==> config.mk <==
export PLATFORM = sky130hd
export DESIGN_NAME = sgpm_top
export DESIGN_NICKNAME = d
export VERILOG_FILES = /design/src/hdl/sgpm_pkg.sv /design/src/hdl/sgpm_top.sv
export VERILOG_INCLUDE_DIRS = /design/src /design/src/hdl
export SDC_FILE = /design/constraint.sdc
export NUM_CORES = 1
export LEC_CHECK = 0
export BUFFER_PORTS_ARGS = -buffer_cell sky130_fd_sc_hd__buf_4
export CAP_MARGIN = 20
export CORE_UTILIZATION = 59
export DETAILED_ROUTE_END_ITERATION = 7
export PLACE_DENSITY_LB_ADDON = 0.3
export SLEW_MARGIN = 20
export SYNTH_ARGS = -nofsm -noshare
export SYNTH_HDL_FRONTEND = slang
export SYNTH_SLANG_ARGS = --single-unit
==> constraint.sdc <==
create_clock -name clk_sys -period 10.05 [get_ports clk_sys]
set_input_delay 2.01 -clock clk_sys [delete_from_list [all_inputs] [get_ports clk_sys]]
set_output_delay 2.01 -clock clk_sys [all_outputs]
set_load 0.01 [all_outputs]
==> src/hdl/sgpm_consts.svh <==
`ifndef SGPM_CONSTS_SVH
`define SGPM_CONSTS_SVH
`define SG_CLK_PERIOD_NS 10
`define SG_SEC_NS 1000000000
`define SG_POR_MAX_S 4'hB
`define SG_POR_DLY_RST 4'h2
`define SG_STAB_S 5'h1E
`define SG_AVG_STEP_S 4'hA
`define SG_AVG_MAX 5'h12
`define SG_INST_MAX 2'h2
`define SG_LOWBAT_MIN 5
`define SG_LOWBAT_S 9'(`SG_LOWBAT_MIN * 60)
`define SG_REG_CTRL 4'h0
`define SG_REG_MEM 4'h1
`define SG_REG_COMMIT 4'h2
`define SG_REG_STAT 4'h3
`define SG_REG_FP0 4'h4
// The fingerprint value is arbitrary; it only has to be fixed and readable.
`define SG_FP_VAL 128'h0123456789ABCDEF0F1E2D3C4B5A6978
`define SG_IN_LO095 0
`define SG_IN_HI110 1
`define SG_IN_HI100 2
`define SG_IN_LO060 3
`define SG_IN_ALO095 4
`define SG_IN_AHI110 5
`define SG_IN_LOWBAT 6
`define SG_IN_BTN 7
`define SG_IN_COLD 8
`endif

==> src/hdl/sgpm_pkg.sv <==
package sgpm_pkg;
  typedef enum logic [2:0] {
    ST_INIT = 3'h0, ST_POR = 3'h1, ST_RUN = 3'h2, ST_FOUT = 3'h3,
    ST_IND = 3'h4, ST_SW = 3'h5, ST_FIN = 3'h6
  } sgpm_fsm_t;
  typedef enum logic [1:0] {
    MD_SHALLOW = 2'h0, MD_DEEP = 2'h1, MD_ADV = 2'h2
  } sgpm_mode_t;
  // Raw comparator and pin levels, one bit per flag.
  typedef struct packed {
    logic coldStart;
    logic button;
    logic lowBat;
    logic avgHi110;
    logic avgLo095;
    logic instLo060;
    logic instHi100;
    logic instHi110;
    logic instLo095;
  } sgpm_sup_t;
  typedef struct packed {
    sgpm_fsm_t fsm;
    logic [8:0] s1, s2, s3, flt;
    logic btnOld;
    logic [26:0] pre;
    logic [3:0] porSec;
    logic [7:0] fade;
    logic [2:0] mem, memTgt;
    logic memPend, toneEn, indReq;
    logic supMute, hardSeen, avgMute;
    logic [1:0] instCuts;
    logic stab, all110, all100;
    logic [4:0] instSec;
    logic [4:0] avgCuts;
    logic [3:0] avgSec;
    logic lowSeen, lowReq;
    logic [8:0] lowSec;
    logic [4:0] gain;
    sgpm_mode_t mode;
    logic lowEn, indEn, toneCfg, prog, commit;
    logic [3:0] porDly;
    logic bvalid, rvalid;
    logic [1:0] bresp, rresp;
    logic [31:0] rdata;
  } sgpm_st_t;
endpackage

==> src/hdl/sgpm_top.sv <==
// Implementation choices: the placing of the registers and the AXI4-Lite interface to the registers.
`timescale 1ns/100ps
`default_nettype none
`include "sgpm_consts.svh"
module sgpm_top
  import sgpm_pkg::*;
#(
  parameter int TICK_CYC = `SG_SEC_NS / `SG_CLK_PERIOD_NS,
  parameter int FADE_LEN = 16,
  parameter int MEM_NUM = 6
)(
  input wire logic clk_sys,
  input wire logic srst,
  input wire logic awvalid,
  output logic awready,
  input wire logic [31:0] awaddr,
  input wire logic wvalid,
  output logic wready,
  input wire logic [31:0] wdata,
  input wire logic [3:0] wstrb,
  output logic bvalid,
  input wire logic bready,
  output logic [1:0] bresp,
  input wire logic arvalid,
  output logic arready,
  input wire logic [31:0] araddr,
  output logic rvalid,
  input wire logic rready,
  output logic [31:0] rdata,
  output logic [1:0] rresp,
  input wire sgpm_sup_t supply,
  input wire logic [2:0] keptMem,
  input wire logic indDone,
  output logic audioEn,
  output logic [7:0] fadeLvl,
  output logic [4:0] gainCut,
  output logic [2:0] curMem,
  output logic toneEn,
  output logic indReq,
  output logic lowBatReq,
  output logic commitReq
);
  // A literal cannot be part-selected, so the fingerprint lives in a constant.
  localparam logic [127:0] FP_WORDS = `SG_FP_VAL;
  sgpm_st_t st;
  sgpm_st_t nx;
  logic tick;
  logic wrGo;
  logic [3:0] wrIdx;
  logic [3:0] rdIdx;
  logic [15:0] wMask;
  logic btnRise;

  // Word index of a register, or all ones when out of the map.
  function automatic logic [3:0] regIdx(input logic [31:0] a);
    if (a[31:5] != 27'h0 || a[1:0] != 2'h0)
    begin
      return 4'hF;
    end
    return {1'b0, a[4:2]};
  endfunction

  // Next memory after a button press, wrapping back to memory A.
  function automatic logic [2:0] nextMem(input logic [2:0] m);
    if (32'(m) >= MEM_NUM - 1)
    begin
      return 3'h0;
    end
    return m + 3'h1;
  endfunction

  // Handshake terms; address and data are taken together.
  assign awready = awvalid && wvalid && !st.bvalid;
  assign wready = awready;
  assign wrGo = awready;
  assign arready = !st.rvalid;
  assign wrIdx = regIdx(awaddr);
  assign rdIdx = regIdx(araddr);
  assign wMask = {{8{wstrb[1]}}, {8{wstrb[0]}}};
  assign tick = st.pre == 27'(TICK_CYC - 1);
  assign btnRise = st.flt[`SG_IN_BTN] && !st.btnOld;

  // Outputs from the state record.
  assign bvalid = st.bvalid;
  assign bresp = st.bresp;
  assign rvalid = st.rvalid;
  assign rdata = st.rdata;
  assign rresp = st.rresp;
  assign fadeLvl = st.fade;
  assign gainCut = st.gain;
  assign curMem = st.mem;
  assign toneEn = st.toneEn;
  assign indReq = st.indReq;
  assign lowBatReq = st.lowReq;
  assign commitReq = st.commit;
  assign audioEn = st.fade != 8'h0 && !st.supMute && !st.avgMute;

  // Next-state logic for the whole block.
  always_comb
  begin
    nx = st;
    nx.indReq = 1'b0;
    nx.lowReq = 1'b0;
    nx.commit = 1'b0;
    // Three-stage synchroniser; a level counts once stages two and three agree.
    nx.s1 = supply;
    nx.s2 = st.s1;
    nx.s3 = st.s2;
    nx.flt = (st.s2 & st.s3) | (st.flt & (st.s2 ^ st.s3));
    nx.btnOld = st.flt[`SG_IN_BTN];
    nx.pre = tick ? 27'h0 : st.pre + 27'h1;
    // Register writes; values are volatile and lost on reset.
    if (st.bvalid && bready)
    begin
      nx.bvalid = 1'b0;
    end
    if (wrGo)
    begin
      nx.bvalid = 1'b1;
      nx.bresp = 2'h0;
      unique case (wrIdx)
        `SG_REG_CTRL:
        begin
          nx.mode = sgpm_mode_t'((wdata[1:0] & wMask[1:0]) | (st.mode & ~wMask[1:0]));
          if (wstrb[0])
          begin
            nx.lowEn = wdata[2];
            nx.indEn = wdata[3];
            nx.toneCfg = wdata[4];
            nx.prog = wdata[5];
          end
          if (wstrb[1])
          begin
            nx.porDly = wdata[11:8] > `SG_POR_MAX_S ? `SG_POR_MAX_S : wdata[11:8];
          end
        end
        `SG_REG_MEM:
        begin
          if (wstrb[0])
          begin
            nx.memTgt = 32'(wdata[2:0]) < MEM_NUM ? wdata[2:0] : 3'h0;
            nx.memPend = 1'b1;
          end
        end
        `SG_REG_COMMIT:
          nx.commit = wstrb[0] && wdata[0];
        default:
          nx.bresp = wrIdx == 4'hF ? 2'h2 : 2'h0;
      endcase
    end
    // Register reads.
    if (st.rvalid && rready)
    begin
      nx.rvalid = 1'b0;
    end
    if (arvalid && arready)
    begin
      nx.rvalid = 1'b1;
      nx.rresp = 2'h0;
      nx.rdata = 32'h0;
      unique case (rdIdx)
        `SG_REG_CTRL:
          nx.rdata = {20'h0, st.porDly, 2'h0, st.prog, st.toneCfg, st.indEn,
            st.lowEn, st.mode};
        `SG_REG_MEM:
          nx.rdata = {29'h0, st.mem};
        `SG_REG_COMMIT:
          nx.rdata = 32'h0;
        `SG_REG_STAT:
          nx.rdata = {11'h0, st.toneEn, st.fade, st.avgCuts, st.instCuts,
            st.avgMute, st.supMute, st.fsm};
        4'hF:
          nx.rresp = 2'h2;
        default:
          nx.rdata = FP_WORDS[32 * (rdIdx - `SG_REG_FP0) +: 32];
      endcase
    end
    // Button presses request the next memory outside the power-on delay.
    if (btnRise && st.fsm != ST_POR && st.fsm != ST_INIT)
    begin
      nx.memTgt = nextMem(st.mem);
      nx.memPend = 1'b1;
    end
    // Fader sequencer.
    unique case (st.fsm)
      ST_INIT:
      begin
        nx.fade = 8'h0;
        if (st.pre == 27'h4)
        begin
          nx.mem = st.flt[`SG_IN_COLD] ? 3'h0 : keptMem;
          nx.memTgt = nx.mem;
          nx.memPend = 1'b0;
          nx.fsm = ST_POR;
        end
      end
      ST_POR:
      begin
        nx.memPend = 1'b0;
        if (tick)
        begin
          nx.porSec = st.porSec + 4'h1;
        end
        if (st.porSec >= st.porDly)
        begin
          nx.fsm = ST_FIN;
        end
      end
      ST_RUN, ST_FIN:
      begin
        if (st.prog || st.memPend || st.toneCfg != st.toneEn)
        begin
          nx.fsm = ST_FOUT;
        end
        else if (st.fsm == ST_FIN)
        begin
          nx.fade = st.fade + 8'h1;
          if (32'(st.fade) >= FADE_LEN - 1)
          begin
            nx.fsm = ST_RUN;
          end
        end
      end
      ST_FOUT:
      begin
        if (st.fade != 8'h0)
        begin
          nx.fade = st.fade - 8'h1;
        end
        else if (st.memPend && st.indEn)
        begin
          nx.indReq = 1'b1;
          nx.fsm = ST_IND;
        end
        else
        begin
          nx.fsm = ST_SW;
        end
      end
      ST_IND:
        if (indDone)
        begin
          nx.fsm = ST_SW;
        end
      ST_SW:
      begin
        if (st.memPend)
        begin
          nx.mem = st.memTgt;
        end
        nx.memPend = 1'b0;
        nx.toneEn = st.toneCfg;
        if (!st.prog)
        begin
          nx.fsm = ST_FIN;
        end
      end
      default:
        nx.fsm = ST_INIT;
    endcase
    // Shallow and deep supply mute.
    if (st.mode != MD_ADV)
    begin
      if (st.flt[`SG_IN_LO095])
      begin
        nx.supMute = 1'b1;
      end
      if (st.mode == MD_DEEP && st.supMute && st.flt[`SG_IN_LO060])
      begin
        nx.hardSeen = 1'b1;
        nx.mem = 3'h0;
        nx.memPend = 1'b0;
      end
      if (st.flt[`SG_IN_HI110] && (st.mode != MD_DEEP || st.hardSeen))
      begin
        nx.supMute = 1'b0;
        nx.hardSeen = 1'b0;
      end
    end
    else
    begin
      nx.supMute = 1'b0;
      // Instantaneous cuts, own timer.
      if (tick)
      begin
        nx.instSec = st.instSec + 5'h1;
      end
      if (!st.flt[`SG_IN_HI110])
      begin
        nx.all110 = 1'b0;
      end
      if (!st.flt[`SG_IN_HI100])
      begin
        nx.all100 = 1'b0;
      end
      if (tick && st.instSec == `SG_STAB_S - 5'h1)
      begin
        nx.instSec = 5'h0;
        nx.all110 = 1'b1;
        nx.all100 = 1'b1;
        nx.stab = 1'b0;
        if (!st.stab && st.all110)
        begin
          nx.instCuts = 2'h0;
        end
        else if (!st.stab && st.all100 && st.instCuts == `SG_INST_MAX)
        begin
          nx.instCuts = 2'h1;
        end
      end
      if (!st.stab && st.flt[`SG_IN_LO095] && !st.flt[`SG_IN_ALO095]
          && st.instCuts < `SG_INST_MAX)
      begin
        nx.instCuts = st.instCuts + 2'h1;
        nx.stab = 1'b1;
        nx.instSec = 5'h0;
      end
      // Average cuts, own timer.
      if (st.flt[`SG_IN_ALO095] || st.flt[`SG_IN_AHI110])
      begin
        if (tick)
        begin
          nx.avgSec = st.avgSec + 4'h1;
        end
      end
      else
      begin
        nx.avgSec = 4'h0;
      end
      if (st.flt[`SG_IN_AHI110])
      begin
        nx.avgMute = 1'b0;
      end
      if (tick && st.avgSec == `SG_AVG_STEP_S - 4'h1)
      begin
        nx.avgSec = 4'h0;
        if (st.flt[`SG_IN_ALO095] && st.avgCuts < `SG_AVG_MAX)
        begin
          nx.avgCuts = st.avgCuts + 5'h1;
          nx.avgMute = nx.avgCuts == `SG_AVG_MAX;
        end
        else if (st.flt[`SG_IN_AHI110] && st.avgCuts != 5'h0)
        begin
          nx.avgCuts = st.avgCuts - 5'h1;
        end
      end
    end
    nx.gain = 5'(3 * nx.instCuts) + nx.avgCuts;
    // Low battery indication, first at once, then every five minutes.
    if (st.lowEn && st.flt[`SG_IN_LOWBAT] && !st.lowSeen)
    begin
      nx.lowSeen = 1'b1;
      nx.lowReq = 1'b1;
      nx.lowSec = 9'h0;
    end
    else if (st.lowSeen && tick)
    begin
      nx.lowSec = st.lowSec + 9'h1;
      if (st.lowSec == `SG_LOWBAT_S - 9'h1)
      begin
        nx.lowSec = 9'h0;
        nx.lowReq = st.lowEn;
      end
    end
  end

  // State register.
  always_ff @(posedge clk_sys)
  begin
    if (srst)
    begin
      st <= '0;
      st.porDly <= `SG_POR_DLY_RST;
    end
    else
    begin
      st <= nx;
    end
  end
endmodule
`default_nettype wire

==> impl_metrics.tcl <==
set metrics [dict create \
    outcome "completed" \
    fmax_ghz 0.2199 \
    synth_top_family_by_area "simple AND/OR/NAND/NOR gates" \
    combinationalPowerShare 0.057 \
    postCtsSetupRepairBufs 0 \
    grt-ovfl-total 0 \
    clockBufferDepth 2 \
    die_x_um 121.7 \
    avgSynthCellArea_sq_um 8.602 \
    drv_slew 0 \
    cts-resized-gates 0 \
    slew_headroom 0.3407 \
    finalSetupTns_ps 0 \
    clkLatencyLatePin_ps 430 \
    fin_cells 1262 \
    critPathKind "input pin to output pin" \
    viasPerCell 5.763 \
    syn_inst 983 \
    gp_routability_congestion 0.8395 \
    postRouteAntennaNets 0 \
    critPathRequiredTime_ps 8040 \
    yosys_warnings 0 \
    report.final.hold_viol_count 0 \
    switching_share 0.2097 \
    initial_core_util 0.6068 \
    synthAdderAreaFrac 0.06481 \
    syn_area_sq_um 8456 \
    wirelength_um 19220 \
    cp-start-kind "input pin" \
    holdWs_ps 437.3 \
    dieArea_sq_um 14810 \
    hpwl_um 13510 \
    p_sw_uw 311.9 \
    multi_input_area_sq_um 4412 \
    vias 7273 \
    grt_pass1_wl_um 30620 \
    die_y_um 121.7 \
    holdBufCountCts 0 \
    ys_ff_latch 169 \
    muxShareOfSynthArea 0.02072 \
    mostFrequentLayoutCells "dfxtp_1 (169), buf_4 (155), nor2_1 (125)" \
    cp-end-kind "output pin" \
    seq_area_frac_synth 0.4001 \
    power_mw 1.487 \
    grt_pass1_vias 6565 \
    fp.coreArea_sq_um 13930 \
    final_nets 1231 \
    arrival_ps 2540 \
    syn_to_final_growth_pct 17.89 \
    crit_path_max_fanout 4 \
    antenna_found_initial 0 \
    seq_power_share 0.461 \
    drive_above_1_share 0.1904 \
    crit_top_cell "buf_4" \
    synth_compound_area_frac 0.1320 \
    synth_area_leaders "dfxtp_1 (40%), ha_1 (5.8%), nor2_1 (5.5%)" \
    clock_skew_ps 6.679 \
    grt_start_max_net_pins 79 \
    synth_top_area_cell "dfxtp_1" \
    fillers 1079 \
    clk_pin_slew_ps 60 \
    htree_levels 4 \
    dp.cells 1229 \
    cts_root_buf "clkbuf_16" \
    slowest_stage "buf_4" \
    finalCriticalPeriod_ps 4548 \
    ys.flop_type "dfxtp_1" \
    p_per_area_nw_per_um2 149.2 \
    synth_xor_area_frac 0.04765 \
    boundaryPins 182 \
    tritoncts "yes" \
    netlist.area_leader.share 0.4001 \
    min_path_type "flop to flop" \
    wire_per_inst_um 15.23 \
    setup_violations 0 \
    cp_cell_sequence "buf_4 -> nand3b_1 -> inv_1 -> buf_4" \
    clockPowerShare 0.482 \
    drcViolationCount 0 \
    synth_simple_gate_area_frac 0.2548 \
    gr-usage-all-layers 0.2619 \
    seqCellArea_sq_um 3383 \
    synthArstFlopShare 0 \
    firstDrtPassIters 5 \
    cts.sinks 169 \
    power.leakage_nw 4.081 \
    rows 43 \
    drt_first_iter_violations 687 \
    maxCapViolCount 0 \
    p_int_mw 1.175 \
    tightest_slew_ps 989.0 \
    synth_enable_flop_cells 0 \
    period_share 0.4526 \
    antenna_cells 0 \
    rsz0062_at_grt "false" \
    max_stage_delay_ps 160 \
    synth.distinct_cells 73 \
    ir_worst_vdd_v 0.0001094 \
    final_common_cell "dfxtp_1" \
    numCtsBuffers 17 \
    port_buffers 153 \
]
-- synthesized netlist by cell type, drive strengths merged (6+ instances only) --
master	instances
nor4	25
xnor2	24
nor3	31
nor2	126
a211oi	11
nor2b	46
a32oi	8
a31oi	8
or3	14
clkbuf	30
and4	6
mux2i	13
and2	8
nand2b	8
ha	39
a2111oi	7
nor4b	6
xor2	22
buf	62
a21o	7
inv	33
dfxtp	169
nand2	54
o21ai	28
nand3	41
a21oi	67
nand4	17
-- metrics by stage --
| step | utilization | setup WS [ps] | cell area, sq um |
|---|---|---|---|
| 6_report | 0.7154 | 5502 | 9968 |
| 5_1_grt | 0.7154 | 5469 | 9968 |
| 4_1_cts | 0.7148 | 5515 | 9961 |
| 3_5_place_dp | 0.6680 | 5519 | 9308 |
| 3_3_place_gp | 0.6680 | 5525 | 9308 |
| 2_1_floorplan | - | 5620 | 8467 |
-- path summary, 6_finish.rpt --
kind         slack, ps  depth (start not counted)  startpoint          to
min reg2reg        440                          1     nx[160]     nx[151]
max reg2reg       6160                         12     st[108]  gainCut[4]
max               5500                          4      wvalid     awready
min                440                          1     nx[160]     nx[151]
-- cells by family after synthesis --
family | count (synthesis)
buf+inv | 125
compound gates | 175
mux | 17
simple gates | 408
fa+ha+maj | 42
flops | 169
other cells | 1
xor+xnor | 46
-- registers in the layout, indices dropped and copies added (netlist names), 3 cells and up --
name,cells
curMem,3
fadeLvl,8
gainCut,5
nx,19
rdata,28
st,98
-- area by class of cell --
class                      count  area share
clock buffer                  20     0.04581
clock inverter                12     0.01971
inverter                      33     0.01243
multi-input combinational    692      0.4426
sequential                   169      0.3394
tap                          180     0.02259
timing repair buffer         156      0.1175
-- per-layer routing --
| metal | track usage | wire length, um | part of all wire |
|---|---|---|---|
| met1 | 0.3203 | 8230 | 0.43 |
| met2 | 0.4386 | 9259 | 0.48 |
| met3 | 0.05384 | 1149 | 0.060 |
| met4 | 0.1273 | 585 | 0.030 |
| met5 | 0 | 0 | 0 |
-- power by group through the flow --
stage | Sequential, mW | Clock (mW) | Combinational, mW
2_1_floorplan | 0.698 | 0 | 0.0451
3_3_place_gp | 0.700 | 0 | 0.0832
3_5_place_dp | 0.700 | 0 | 0.0845
4_1_cts | 0.685 | 0.726 | 0.0851
5_1_grt | 0.686 | 0.757 | 0.0927
6_report | 0.685 | 0.717 | 0.0848
-- worst max-delay path: cells and delay by family --
kind / cells / cell delay (ps)
buffers and inverters: 3 / 380
AND/OR/NAND/NOR: 1 / 150
Power figures use the tool's default switching activity.
